File: src/common/gfs_consts.vh
/*
  Constants of the general-purpose pin function-select block: register
  indices, reset values and function codes.
  Assumes it is included by bare name from the core files.
*/
`ifndef GFS_CONSTS_VH
`define GFS_CONSTS_VH

// register indices; the byte address on the bus is the index times four
`define GFS_IDX_W 10
`define GFS_IDX_DIR 10'h030
`define GFS_IDX_ISEL_HI 10'h031
`define GFS_IDX_ISEL_MID 10'h032
`define GFS_IDX_ISEL_LO 10'h033
`define GFS_IDX_OUTPUT_ENABLE_SELECTOR_HI 10'h034
`define GFS_IDX_OUTPUT_ENABLE_SELECTOR_MID 10'h035
`define GFS_IDX_OUTPUT_ENABLE_SELECTOR_LO 10'h036
`define GFS_IDX_SW_OUT 10'h037
`define GFS_IDX_SAMP_IN 10'h20C

// reset values, one bit per pin in each sliced register
`define GFS_DIR_RST 4'h0
`define GFS_ISEL_HI_RST 4'h0
`define GFS_ISEL_MID_RST 4'h0
`define GFS_ISEL_LO_RST 4'hF
`define GFS_OUTPUT_ENABLE_SELECTOR_RST 4'h0
`define GFS_SW_OUT_RST 4'h0
`define GFS_SAMP_RST 4'h0

// function codes
`define GFS_FN_GP 3'h0
`define GFS_FN_ALT 3'h1

// direction bit values
`define GFS_DIR_IN 1'b0
`define GFS_DIR_OUT 1'b1

// zero padding above the four pin bits on read
`define GFS_RD_PAD 28'h000_0000
`define GFS_RD_ZERO 32'h0000_0000

`endif

File: src/core/gfs_sync.v
/*
  Two-flop synchroniser for a vector of pin levels.
  Assumes each bit is independent; no bus coherence is promised.
*/
`timescale 1ns/100ps
`default_nettype none

module gfs_sync #(
  parameter W = 4
) (
  input wire ref_clk,
  input wire nrst,
  input wire [W-1:0] async_in,
  output wire [W-1:0] sync_out
);

  reg [W-1:0] meta_reg;
  reg [W-1:0] stable_reg;

  // the first stage feeds the second stage only
  always @(posedge ref_clk) begin
    if (!nrst) begin
      meta_reg <= {W{1'b0}};
      stable_reg <= {W{1'b0}};
    end else begin
      meta_reg <= async_in;
      stable_reg <= meta_reg;
    end
  end

  assign sync_out = stable_reg;

endmodule // gfs_sync

`default_nettype wire

File: src/core/gfs_pin_mux.v
/*
  Output-mode function mux for one general-purpose pin.
  Assumes fn comes from the output-function registers and flag is an
  internal status level on the same clock.
*/
`timescale 1ns/100ps
`default_nettype none
`include "gfs_consts.vh"

module gfs_pin_mux #(
  parameter HAS_ALT = 1
) (
  input wire dir,
  input wire [2:0] fn,
  input wire sw_value,
  input wire flag,
  output reg pin_next
);

  // reserved codes drive low so the pin never shows stale data
  always @* begin
    pin_next = 1'b0;
    if (dir == `GFS_DIR_OUT) begin
      case (fn)
        `GFS_FN_GP: pin_next = sw_value;
        `GFS_FN_ALT: pin_next = (HAS_ALT != 0) ? flag : 1'b0;
        default: pin_next = 1'b0;
      endcase
    end
  end

endmodule // gfs_pin_mux

`default_nettype wire

File: src/core/gfs_top.v
/*
  Function-select and output-value logic for four general-purpose pins,
  with an APB register slave. Pin inputs pass a two-flop synchroniser;
  status flags come from logic on ref_clk. One clock, synchronous reset.
*/
// How it works
// - pin 0 input code 000: pin to input bit 0
// - pin 0 input code 001 (reset): output-enable select bit 0
// - pin 3 output code 000 drives software bit 3
// - pin 2 output code 000 drives software bit 2
// - pin 2 code resets 000; 001 shows ref0 loss
// - pin 1 output code 000 drives software bit 1
// - pin 1 output code 001 shows ref1 loss
// - pin 0 output code 000 drives software bit 0
// - pin 0 output code 001 shows holdover flag
// - software output values read/write, reset zero
// - direction bit: 0 input, 1 output, reset input
// - sampled input levels readable in read-only register
`timescale 1ns/100ps
`default_nettype none
`include "gfs_consts.vh"

module gfs_top #(
  parameter NPIN = 4,
  parameter AW = 12
) (
  input wire ref_clk,
  input wire nrst,
  input wire psel,
  input wire penable,
  input wire pwrite,
  input wire [AW-1:0] paddr,
  input wire [31:0] pwdata,
  output wire [31:0] prdata,
  output wire pready,
  output wire pslverr,
  input wire [NPIN-1:0] gpio_in,
  output wire [NPIN-1:0] gpio_out,
  output wire [NPIN-1:0] gpio_oe,
  input wire ref0_loss_of_signal,
  input wire ref1_loss_of_signal,
  input wire dpll_holdover,
  output wire [1:0] output_enable_selector,
  output wire manual_clock_select
);

  // --------------------------------------------------------------------
  // address decode
  // --------------------------------------------------------------------

  // word-aligned match of a register index against the bus address
  function hit;
    input [AW-1:0] addr;
    input [`GFS_IDX_W-1:0] idx;
    begin
      hit = (addr == {idx, 2'b00});
    end
  endfunction

  // read-only registers refuse writes with an error
  function is_rw;
    input [AW-1:0] addr;
    begin
      is_rw = hit(addr, `GFS_IDX_DIR) | hit(addr, `GFS_IDX_ISEL_HI) |
              hit(addr, `GFS_IDX_ISEL_MID) | hit(addr, `GFS_IDX_ISEL_LO) |
              hit(addr, `GFS_IDX_OUTPUT_ENABLE_SELECTOR_HI) | hit(addr, `GFS_IDX_OUTPUT_ENABLE_SELECTOR_MID) |
              hit(addr, `GFS_IDX_OUTPUT_ENABLE_SELECTOR_LO) | hit(addr, `GFS_IDX_SW_OUT);
    end
  endfunction

  // --------------------------------------------------------------------
  // function decode
  // --------------------------------------------------------------------

  // three-bit function code of pin k, gathered from the sliced registers
  function [2:0] code_of;
    input [NPIN-1:0] hi;
    input [NPIN-1:0] mid;
    input [NPIN-1:0] lo;
    input integer k;
    begin
      code_of = {hi[k], mid[k], lo[k]};
    end
  endfunction

  // pin k is in input mode with the wanted input code; every register is
  // an argument so that a combinational caller sees all of them change
  function in_is;
    input [NPIN-1:0] dir;
    input [NPIN-1:0] hi;
    input [NPIN-1:0] mid;
    input [NPIN-1:0] lo;
    input integer k;
    input [2:0] want;
    begin
      in_is = (dir[k] == `GFS_DIR_IN) && (code_of(hi, mid, lo, k) == want);
    end
  endfunction

  // --------------------------------------------------------------------
  // register state
  // --------------------------------------------------------------------

  reg [NPIN-1:0] dir_reg;
  reg [NPIN-1:0] isel_hi_reg;
  reg [NPIN-1:0] isel_mid_reg;
  reg [NPIN-1:0] isel_lo_reg;
  reg [NPIN-1:0] output_enable_selector_hi_reg;
  reg [NPIN-1:0] output_enable_selector_mid_reg;
  reg [NPIN-1:0] output_enable_selector_lo_reg;
  reg [NPIN-1:0] software_output_values_reg;
  reg [NPIN-1:0] sampled_input_values_reg;
  wire [NPIN-1:0] sampled_input_values_next;
  reg [NPIN-1:0] gpio_out_reg;
  wire [NPIN-1:0] gpio_out_next;
  reg [1:0] oe_sel_reg;
  reg [1:0] oe_sel_next;
  reg clk_sel_reg;
  reg clk_sel_next;
  reg [31:0] prdata_reg;
  reg [31:0] prdata_next;
  reg pslverr_reg;
  reg pslverr_next;

  wire setup_phase;
  wire wr_access;
  wire wr_ok;
  wire [NPIN-1:0] wdata;
  wire [NPIN-1:0] pin_level;
  wire [NPIN-1:0] flag_vec;

  // --------------------------------------------------------------------
  // APB handshake
  // --------------------------------------------------------------------

  // zero-wait slave: answer data and error are prepared in the setup
  // cycle so that in the access cycle prdata comes straight from a flip-flop and pslverr from a flip-flop gated by pready
  assign setup_phase = psel & ~penable;
  assign pready = psel & penable;
  assign wr_access = psel & penable & pwrite;
  assign wr_ok = wr_access & is_rw(paddr);
  // reserved upper bits are dropped on write
  assign wdata = pwdata[NPIN-1:0];

  always @* begin
    pslverr_next = pslverr_reg;
    if (setup_phase) begin
      pslverr_next = pwrite ? ~is_rw(paddr) : 1'b1;
      if (!pwrite && (is_rw(paddr) || hit(paddr, `GFS_IDX_SAMP_IN))) begin
        pslverr_next = 1'b0;
      end
    end
  end

  // --------------------------------------------------------------------
  // read path
  // --------------------------------------------------------------------

  // reserved bits read as zero
  always @* begin
    prdata_next = prdata_reg;
    if (setup_phase) begin
      prdata_next = `GFS_RD_ZERO;
      if (!pwrite) begin
        if (hit(paddr, `GFS_IDX_DIR)) begin
          prdata_next = {`GFS_RD_PAD, dir_reg};
        end else if (hit(paddr, `GFS_IDX_ISEL_HI)) begin
          prdata_next = {`GFS_RD_PAD, isel_hi_reg};
        end else if (hit(paddr, `GFS_IDX_ISEL_MID)) begin
          prdata_next = {`GFS_RD_PAD, isel_mid_reg};
        end else if (hit(paddr, `GFS_IDX_ISEL_LO)) begin
          prdata_next = {`GFS_RD_PAD, isel_lo_reg};
        end else if (hit(paddr, `GFS_IDX_OUTPUT_ENABLE_SELECTOR_HI)) begin
          prdata_next = {`GFS_RD_PAD, output_enable_selector_hi_reg};
        end else if (hit(paddr, `GFS_IDX_OUTPUT_ENABLE_SELECTOR_MID)) begin
          prdata_next = {`GFS_RD_PAD, output_enable_selector_mid_reg};
        end else if (hit(paddr, `GFS_IDX_OUTPUT_ENABLE_SELECTOR_LO)) begin
          prdata_next = {`GFS_RD_PAD, output_enable_selector_lo_reg};
        end else if (hit(paddr, `GFS_IDX_SW_OUT)) begin
          prdata_next = {`GFS_RD_PAD, software_output_values_reg};
        end else if (hit(paddr, `GFS_IDX_SAMP_IN)) begin
          prdata_next = {`GFS_RD_PAD, sampled_input_values_reg};
        end
      end
    end
  end

  always @(posedge ref_clk) begin
    if (!nrst) begin
      prdata_reg <= `GFS_RD_ZERO;
      pslverr_reg <= 1'b0;
    end else begin
      prdata_reg <= prdata_next;
      pslverr_reg <= pslverr_next;
    end
  end

  assign prdata = prdata_reg;
  assign pslverr = pready & pslverr_reg;

  // --------------------------------------------------------------------
  // writable registers
  // --------------------------------------------------------------------

  // reserved codes are stored as written; the pin logic treats them as
  // idle, since their effect is left to software not to use them
  always @(posedge ref_clk) begin
    if (!nrst) begin
      dir_reg <= `GFS_DIR_RST;
      isel_hi_reg <= `GFS_ISEL_HI_RST;
      isel_mid_reg <= `GFS_ISEL_MID_RST;
      isel_lo_reg <= `GFS_ISEL_LO_RST;
      output_enable_selector_hi_reg <= `GFS_OUTPUT_ENABLE_SELECTOR_RST;
      output_enable_selector_mid_reg <= `GFS_OUTPUT_ENABLE_SELECTOR_RST;
      output_enable_selector_lo_reg <= `GFS_OUTPUT_ENABLE_SELECTOR_RST;
      software_output_values_reg <= `GFS_SW_OUT_RST;
    end else if (wr_ok) begin
      if (hit(paddr, `GFS_IDX_DIR)) begin
        dir_reg <= wdata;
      end
      if (hit(paddr, `GFS_IDX_ISEL_HI)) begin
        isel_hi_reg <= wdata;
      end
      if (hit(paddr, `GFS_IDX_ISEL_MID)) begin
        isel_mid_reg <= wdata;
      end
      if (hit(paddr, `GFS_IDX_ISEL_LO)) begin
        isel_lo_reg <= wdata;
      end
      if (hit(paddr, `GFS_IDX_OUTPUT_ENABLE_SELECTOR_HI)) begin
        output_enable_selector_hi_reg <= wdata;
      end
      if (hit(paddr, `GFS_IDX_OUTPUT_ENABLE_SELECTOR_MID)) begin
        output_enable_selector_mid_reg <= wdata;
      end
      if (hit(paddr, `GFS_IDX_OUTPUT_ENABLE_SELECTOR_LO)) begin
        output_enable_selector_lo_reg <= wdata;
      end
      if (hit(paddr, `GFS_IDX_SW_OUT)) begin
        software_output_values_reg <= wdata;
      end
    end
  end

  // --------------------------------------------------------------------
  // pin input path
  // --------------------------------------------------------------------

  gfs_sync #(
    .W(NPIN)
  ) u_sync (
    .ref_clk(ref_clk),
    .nrst(nrst),
    .async_in(gpio_in),
    .sync_out(pin_level)
  );

  // a pin in output mode or with another function reads back as zero,
  // so software never mistakes a driven or control pin for an input
  genvar gi;
  generate
    for (gi = 0; gi < NPIN; gi = gi + 1) begin : g_in
      // reserved input codes leave the pin unused and reading zero
      assign sampled_input_values_next[gi] =
        in_is(dir_reg, isel_hi_reg, isel_mid_reg, isel_lo_reg, gi, `GFS_FN_GP) ?
        pin_level[gi] : 1'b0;
    end
  endgenerate

  // pin 0 and pin 1 at code 001 carry the output-enable select bits;
  // pin 2 at code 001 is the manual clock select
  // pin 3 has no control function, so its code 001 is ignored
  always @* begin
    oe_sel_next = 2'b00;
    clk_sel_next = 1'b0;
    if (in_is(dir_reg, isel_hi_reg, isel_mid_reg, isel_lo_reg, 0, `GFS_FN_ALT)) begin
      oe_sel_next[0] = pin_level[0];
    end
    if (in_is(dir_reg, isel_hi_reg, isel_mid_reg, isel_lo_reg, 1, `GFS_FN_ALT)) begin
      oe_sel_next[1] = pin_level[1];
    end
    if (in_is(dir_reg, isel_hi_reg, isel_mid_reg, isel_lo_reg, 2, `GFS_FN_ALT)) begin
      clk_sel_next = pin_level[2];
    end
  end

  always @(posedge ref_clk) begin
    if (!nrst) begin
      sampled_input_values_reg <= `GFS_SAMP_RST;
      oe_sel_reg <= 2'b00;
      clk_sel_reg <= 1'b0;
    end else begin
      sampled_input_values_reg <= sampled_input_values_next;
      oe_sel_reg <= oe_sel_next;
      clk_sel_reg <= clk_sel_next;
    end
  end

  assign output_enable_selector = oe_sel_reg;
  assign manual_clock_select = clk_sel_reg;

  // --------------------------------------------------------------------
  // pin output path
  // --------------------------------------------------------------------

  // pin 3 has no status function; pin 2 shows reference 0 loss,
  // pin 1 reference 1 loss, pin 0 the holdover flag
  assign flag_vec = {1'b0, ref0_loss_of_signal, ref1_loss_of_signal, dpll_holdover};

  generate
    for (gi = 0; gi < NPIN; gi = gi + 1) begin : g_out
      gfs_pin_mux #(
        .HAS_ALT(gi != NPIN - 1)
      ) u_mux (
        .dir(dir_reg[gi]),
        .fn(code_of(output_enable_selector_hi_reg, output_enable_selector_mid_reg, output_enable_selector_lo_reg, gi)),
        .sw_value(software_output_values_reg[gi]),
        .flag(flag_vec[gi]),
        .pin_next(gpio_out_next[gi])
      );
    end
  endgenerate

  // one register stage keeps the pin glitch free and still shows a
  // flag change at the next edge
  always @(posedge ref_clk) begin
    if (!nrst) begin
      gpio_out_reg <= `GFS_SW_OUT_RST;
    end else begin
      gpio_out_reg <= gpio_out_next;
    end
  end

  assign gpio_out = gpio_out_reg;
  assign gpio_oe = dir_reg;

endmodule // gfs_top

`default_nettype wire

File: config.mk
export PLATFORM = sky130hd
export DESIGN_NAME = gfs_top
export DESIGN_NICKNAME = d
export VERILOG_FILES = /design/src/core/gfs_sync.v /design/src/core/gfs_pin_mux.v /design/src/core/gfs_top.v
export VERILOG_INCLUDE_DIRS = /design/src /design/src/common
export SDC_FILE = /design/constraint.sdc
export NUM_CORES = 1
export LEC_CHECK = 0
export ABC_CLOCK_PERIOD_IN_PS = 4000
export BUFFER_PORTS_ARGS = -buffer_cell sky130_fd_sc_hd__clkbuf_2
export CAP_MARGIN = 5
export CORE_ASPECT_RATIO = 1.2
export CORE_MARGIN = 1.5
export CORE_UTILIZATION = 40
export CTS_CLUSTER_DIAMETER = 30
export CTS_CLUSTER_SIZE = 12
export DETAILED_ROUTE_END_ITERATION = 10
export GPL_TIMING_DRIVEN = 0
export PLACE_DENSITY = 0.67
export SKIP_LAST_GASP = 1
export SLEW_MARGIN = 10
export SYNTH_ARGS = -nofsm -noshare
export SYNTH_HDL_FRONTEND = slang
export SYNTH_SLANG_ARGS = --single-unit
export TNS_END_PERCENT = 20
File: constraint.sdc
create_clock -name ref_clk -period 4 [get_ports ref_clk]
set_input_delay 0.2 -clock ref_clk [delete_from_list [all_inputs] [get_ports ref_clk]]
set_output_delay 0.2 -clock ref_clk [all_outputs]
set_load 0.01 [all_outputs]
==> reports/metrics.csv <==
stage;metric;value;unit
timing;RSZ-0062 raised after global routing;false;
timing;Period Utilization, post-route;40.8;%
final_layout;multi-input combinational cell area;1410;um^2
power;Total Power Consumption;986;uW
yosys;top cells by area, synth;sky130_fd_sc_hd__dfxtp_1 41%, sky130_fd_sc_hd__buf_4 9.0%, sky130_fd_sc_hd__nand3_1 6.3%;
grt;gr usage total;20.6;%
placement;cell area reported after detailed placement;3200;um^2
power;Int Power;735;uW
grt;first-pass GRT wire length;11600;um
yosys;number of flops mapped to enable cells by yosys;0;
floorplan;die height;94.1;um
worst_setup_path;largest fanout on the critical path;7;
power;Max rail drop VDD;0.156;mV
drt;detailed-route vias per instance;5.25;
worst_setup_path;Crit Reg-Reg Startpoint;code_of.hi[2]$_SDFFE_PN0P_;
grt;number of global-route vias before repair;2286;
yosys;multiplexer share of the synthesized area;2.17;%
worst_setup_path;Crit. End Element;flip-flop;
yosys;Most used DFF post-synth;sky130_fd_sc_hd__dfxtp_1;
power;net switching fraction of the power;25.5;%
run;max_cap viols;0;
clock_network;CTS tree;done;
yosys;compound-cell area share of the yosys netlist;17.0;%
yosys;adder and majority cell fraction of the synthesized area;0;%
drt;drc violations;0;
drt;total via count in the routed design;2609;
clock_network;clock slew at the register clock pins of the worst setup and hold paths;0.09;ns
clock_network;cts-stage hold buffer count;0;
worst_hold_path;launch point of the worst hold path;gpio_in[3];
power;Clock Power Share;30.8;%
yosys;number of storage elements in the synthesis netlist;56;
final_layout;post-route cell area;3280;um^2
worst_setup_path;Data arrival, critical path;1.82;ns
final_layout;Layout Area Growth over Synthesis;18.6;%
timing;Max Freq;0.612;GHz
final_layout;Post-layout nets;465;
clock_network;number of H-tree levels;2;
timing;maximum clock skew at final layout;0.00863;ns
final_layout;diode count;0;
yosys;share of async-settable or async-resettable flops after synthesis;0;%
timing;Setup TNS;0;ns
drt;final routed wire length divided by cell count;15.4;um
yosys;leading cell type by number of instances after synthesis;sky130_fd_sc_hd__dfxtp_1;
timing;shortest period the worst path allows;1.63;ns
grt;pin count of the biggest net entering global routing;17;
yosys;xor-xnor portion of the synthesized cell area;0;%
drt;Total Routed Length;7650;um
final_layout;ratio of cells with drive above 1 in the final layout;23.2;%
worst_setup_path;critical path startpoint;paddr[9];
worst_setup_path;required time at the endpoint of the critical path;4.19;ns
power;reported leakage power;0.00136;uW
drt;number of search-and-repair iterations in the first detailed-routing pass;5;
clock_network;worst skew pair latency;0.31;ns
drt;number of DRC markers after the initial detailed-route iteration;165;
status;outcome;complete, no violations;
floorplan;die outline area;7420;um^2
placement;sum of net half-perimeters after detailed placement;5950;um
grt;grt total ovfl;0;
floorplan;horizontal die dimension;78.9;um
clock_network;postcts setup bufs;0;
yosys;Syn Inst Count;331;
clock_network;TritonCTS buffer count;5;
clock_network;root cell of the clock tree;sky130_fd_sc_hd__clkbuf_8;
yosys;combinational family with the most area after synthesis;simple AND/OR/NAND/NOR gates;
timing;post-route worst hold slack;0.0929;ns
final_layout;fill cell count;709;
placement;final weighted congestion of routability-driven global placement;0.942;
timing;Slew HR;64.5;%
clock_network;Clock Tree Buf Depth;2;
worst_setup_path;launching element type of the critical path;input pin;
clock_network;post-cts repair resize count;0;
power;switching power summed over all nets;251;uW
yosys;share of synthesized cell area in and, or, nand and nor gates;27.8;%
grt;initial antenna violation count;0;
timing;pin slew with the least headroom to its limit;0.533;ns
power;power per cell area;301;nW/um^2
power;Logic pwr share;12.1;%
timing;Hold Fails Final Rpt;0;
yosys;proportion of synthesized chip area in sequential cells;40.5;%
yosys;average cell area after synthesis;8.35;um^2
floorplan;number of placed I/O pins;101;
drt;remaining number of nets flagged by the antenna check after routing;0;
final_layout;Reg area;1120;um^2
timing;Final Max Slew Viols;0;
floorplan;area inside the core boundary;6770;um^2
yosys;count of distinct cell types in the synthesized netlist;42;
yosys;Synth top cells by count;56 x sky130_fd_sc_hd__dfxtp_1, 35 x sky130_fd_sc_hd__nand2_1, 35 x sky130_fd_sc_hd__nand3_1, 35 x sky130_fd_sc_hd__o21ai_0, 33 x sky130_fd_sc_hd__buf_4;
timing;final setup violation count;0;
worst_setup_path;minimum setup slack among reg-to-reg paths;2.64;ns
floorplan;effective utilization at floorplan;40.8;%
worst_setup_path;kind of critical path;in2reg;
yosys;Syn Std Cell Area;2770;um^2
power;power share of the sequential group;57.1;%
floorplan;count of standard-cell rows;33;
final_layout;final standard cell utilization of the core;48.4;%
clock_network;clock sinks;56;
yosys;area share of the leading cell type in the synthesized netlist;40.5;%
yosys;number of warning messages in the yosys log;0;
worst_hold_path;path class of the lowest-slack min-delay path;in2reg;
placement;PortBufs;44;
yosys;cell taking the most area after synthesis;sky130_fd_sc_hd__dfxtp_1;
[worst max-delay path, cell delays in order]
cell and delay, ns:
sky130_fd_sc_hd__clkbuf_2 0.09, sky130_fd_sc_hd__or3_4 0.43, sky130_fd_sc_hd__nor4_4 0.45, sky130_fd_sc_hd__and4_1 0.25, sky130_fd_sc_hd__buf_4 0.16, sky130_fd_sc_hd__mux2i_1 0.18, sky130_fd_sc_hd__nand2_1 0.06
[logic make-up (layout without fill, tap and decap cells)]
logic type             after synthesis  after routing
AOI/OAI and AO/OA                   74             74
other                                1             28
and+or+nand+nor                    137            137
DFF                                 56             56
muxes                                6              6
buffers and inverters               57            109
[through the flow]
stage	std cells	worst slack, ns
after floorplan	358	2.34
after global placement	489	2.07
after detailed placement	489	2.05
after CTS	497	2.35
after global routing	497	2.28
final	497	2.37
[worst paths after layout]
| kind | endpoint | depth (start not counted) |
|---|---|---|
| setup / recovery | code_of.lo[3]$_SDFFE_PN1P_ | 7 |
| hold / removal | u_sync.meta_reg[3]$_SDFF_PN0_ | 2 |
| setup reg to reg | prdata[2]$_SDFFE_PN0P_ | 5 |
| hold reg to reg | u_sync.sync_out[1]$_SDFF_PN0_ | 1 |
[power by group through the flow]
stage / Combinational (uW) / Clock, uW / Sequential (uW)
2_1_floorplan: 79.0 / 0 / 577
3_3_place_gp: 117 / 0 / 576
3_5_place_dp: 117 / 0 / 576
4_1_cts: 118 / 312 / 563
5_1_grt: 130 / 330 / 564
6_report: 119 / 304 / 563
[layout by cell type (no fill, tap or decap), types with 4 or more instances in the layout]
cell / n
sky130_fd_sc_hd__buf_4: 33
sky130_fd_sc_hd__inv_1: 10
sky130_fd_sc_hd__nand2b_1: 4
sky130_fd_sc_hd__nor2_1: 20
sky130_fd_sc_hd__conb_1: 28
sky130_fd_sc_hd__a21oi_1: 6
sky130_fd_sc_hd__clkbuf_1: 13
sky130_fd_sc_hd__nor4_1: 4
sky130_fd_sc_hd__o211ai_1: 4
sky130_fd_sc_hd__dfxtp_1: 56
sky130_fd_sc_hd__nand2_1: 35
sky130_fd_sc_hd__o21ai_0: 35
sky130_fd_sc_hd__o22ai_1: 7
sky130_fd_sc_hd__mux2i_1: 6
sky130_fd_sc_hd__nand3_1: 35
sky130_fd_sc_hd__a221oi_1: 7
sky130_fd_sc_hd__and2_1: 12
sky130_fd_sc_hd__clkbuf_2: 44
sky130_fd_sc_hd__clkbuf_8: 5
[layer usage]
metal | share of wire [%] | routed length [um] | vias up | global-route usage (%)
met5 | 0 | 0 | - | 0
met4 | 3.2 | 246 | 0 | 9.80
met3 | 4.6 | 354 | 15 | 2.72
met2 | 51 | 3890 | 103 | 36.2
met1 | 41 | 3160 | 1204 | 24.7
li1 | - | - | 1287 | -
[layout make-up]
cell class                      instances  area share [%]
Inverter                               10            1.14
Multi-Input combinational cell        245            42.8
Timing Repair Buffer                   44            6.71
Sequential cell                        56            34.2
Clock buffer                            7            2.33
Clock inverter                          1           0.267
Buffer                                 47            9.23
Tap cell                               87            3.32
(Power assumes the default switching activity.)
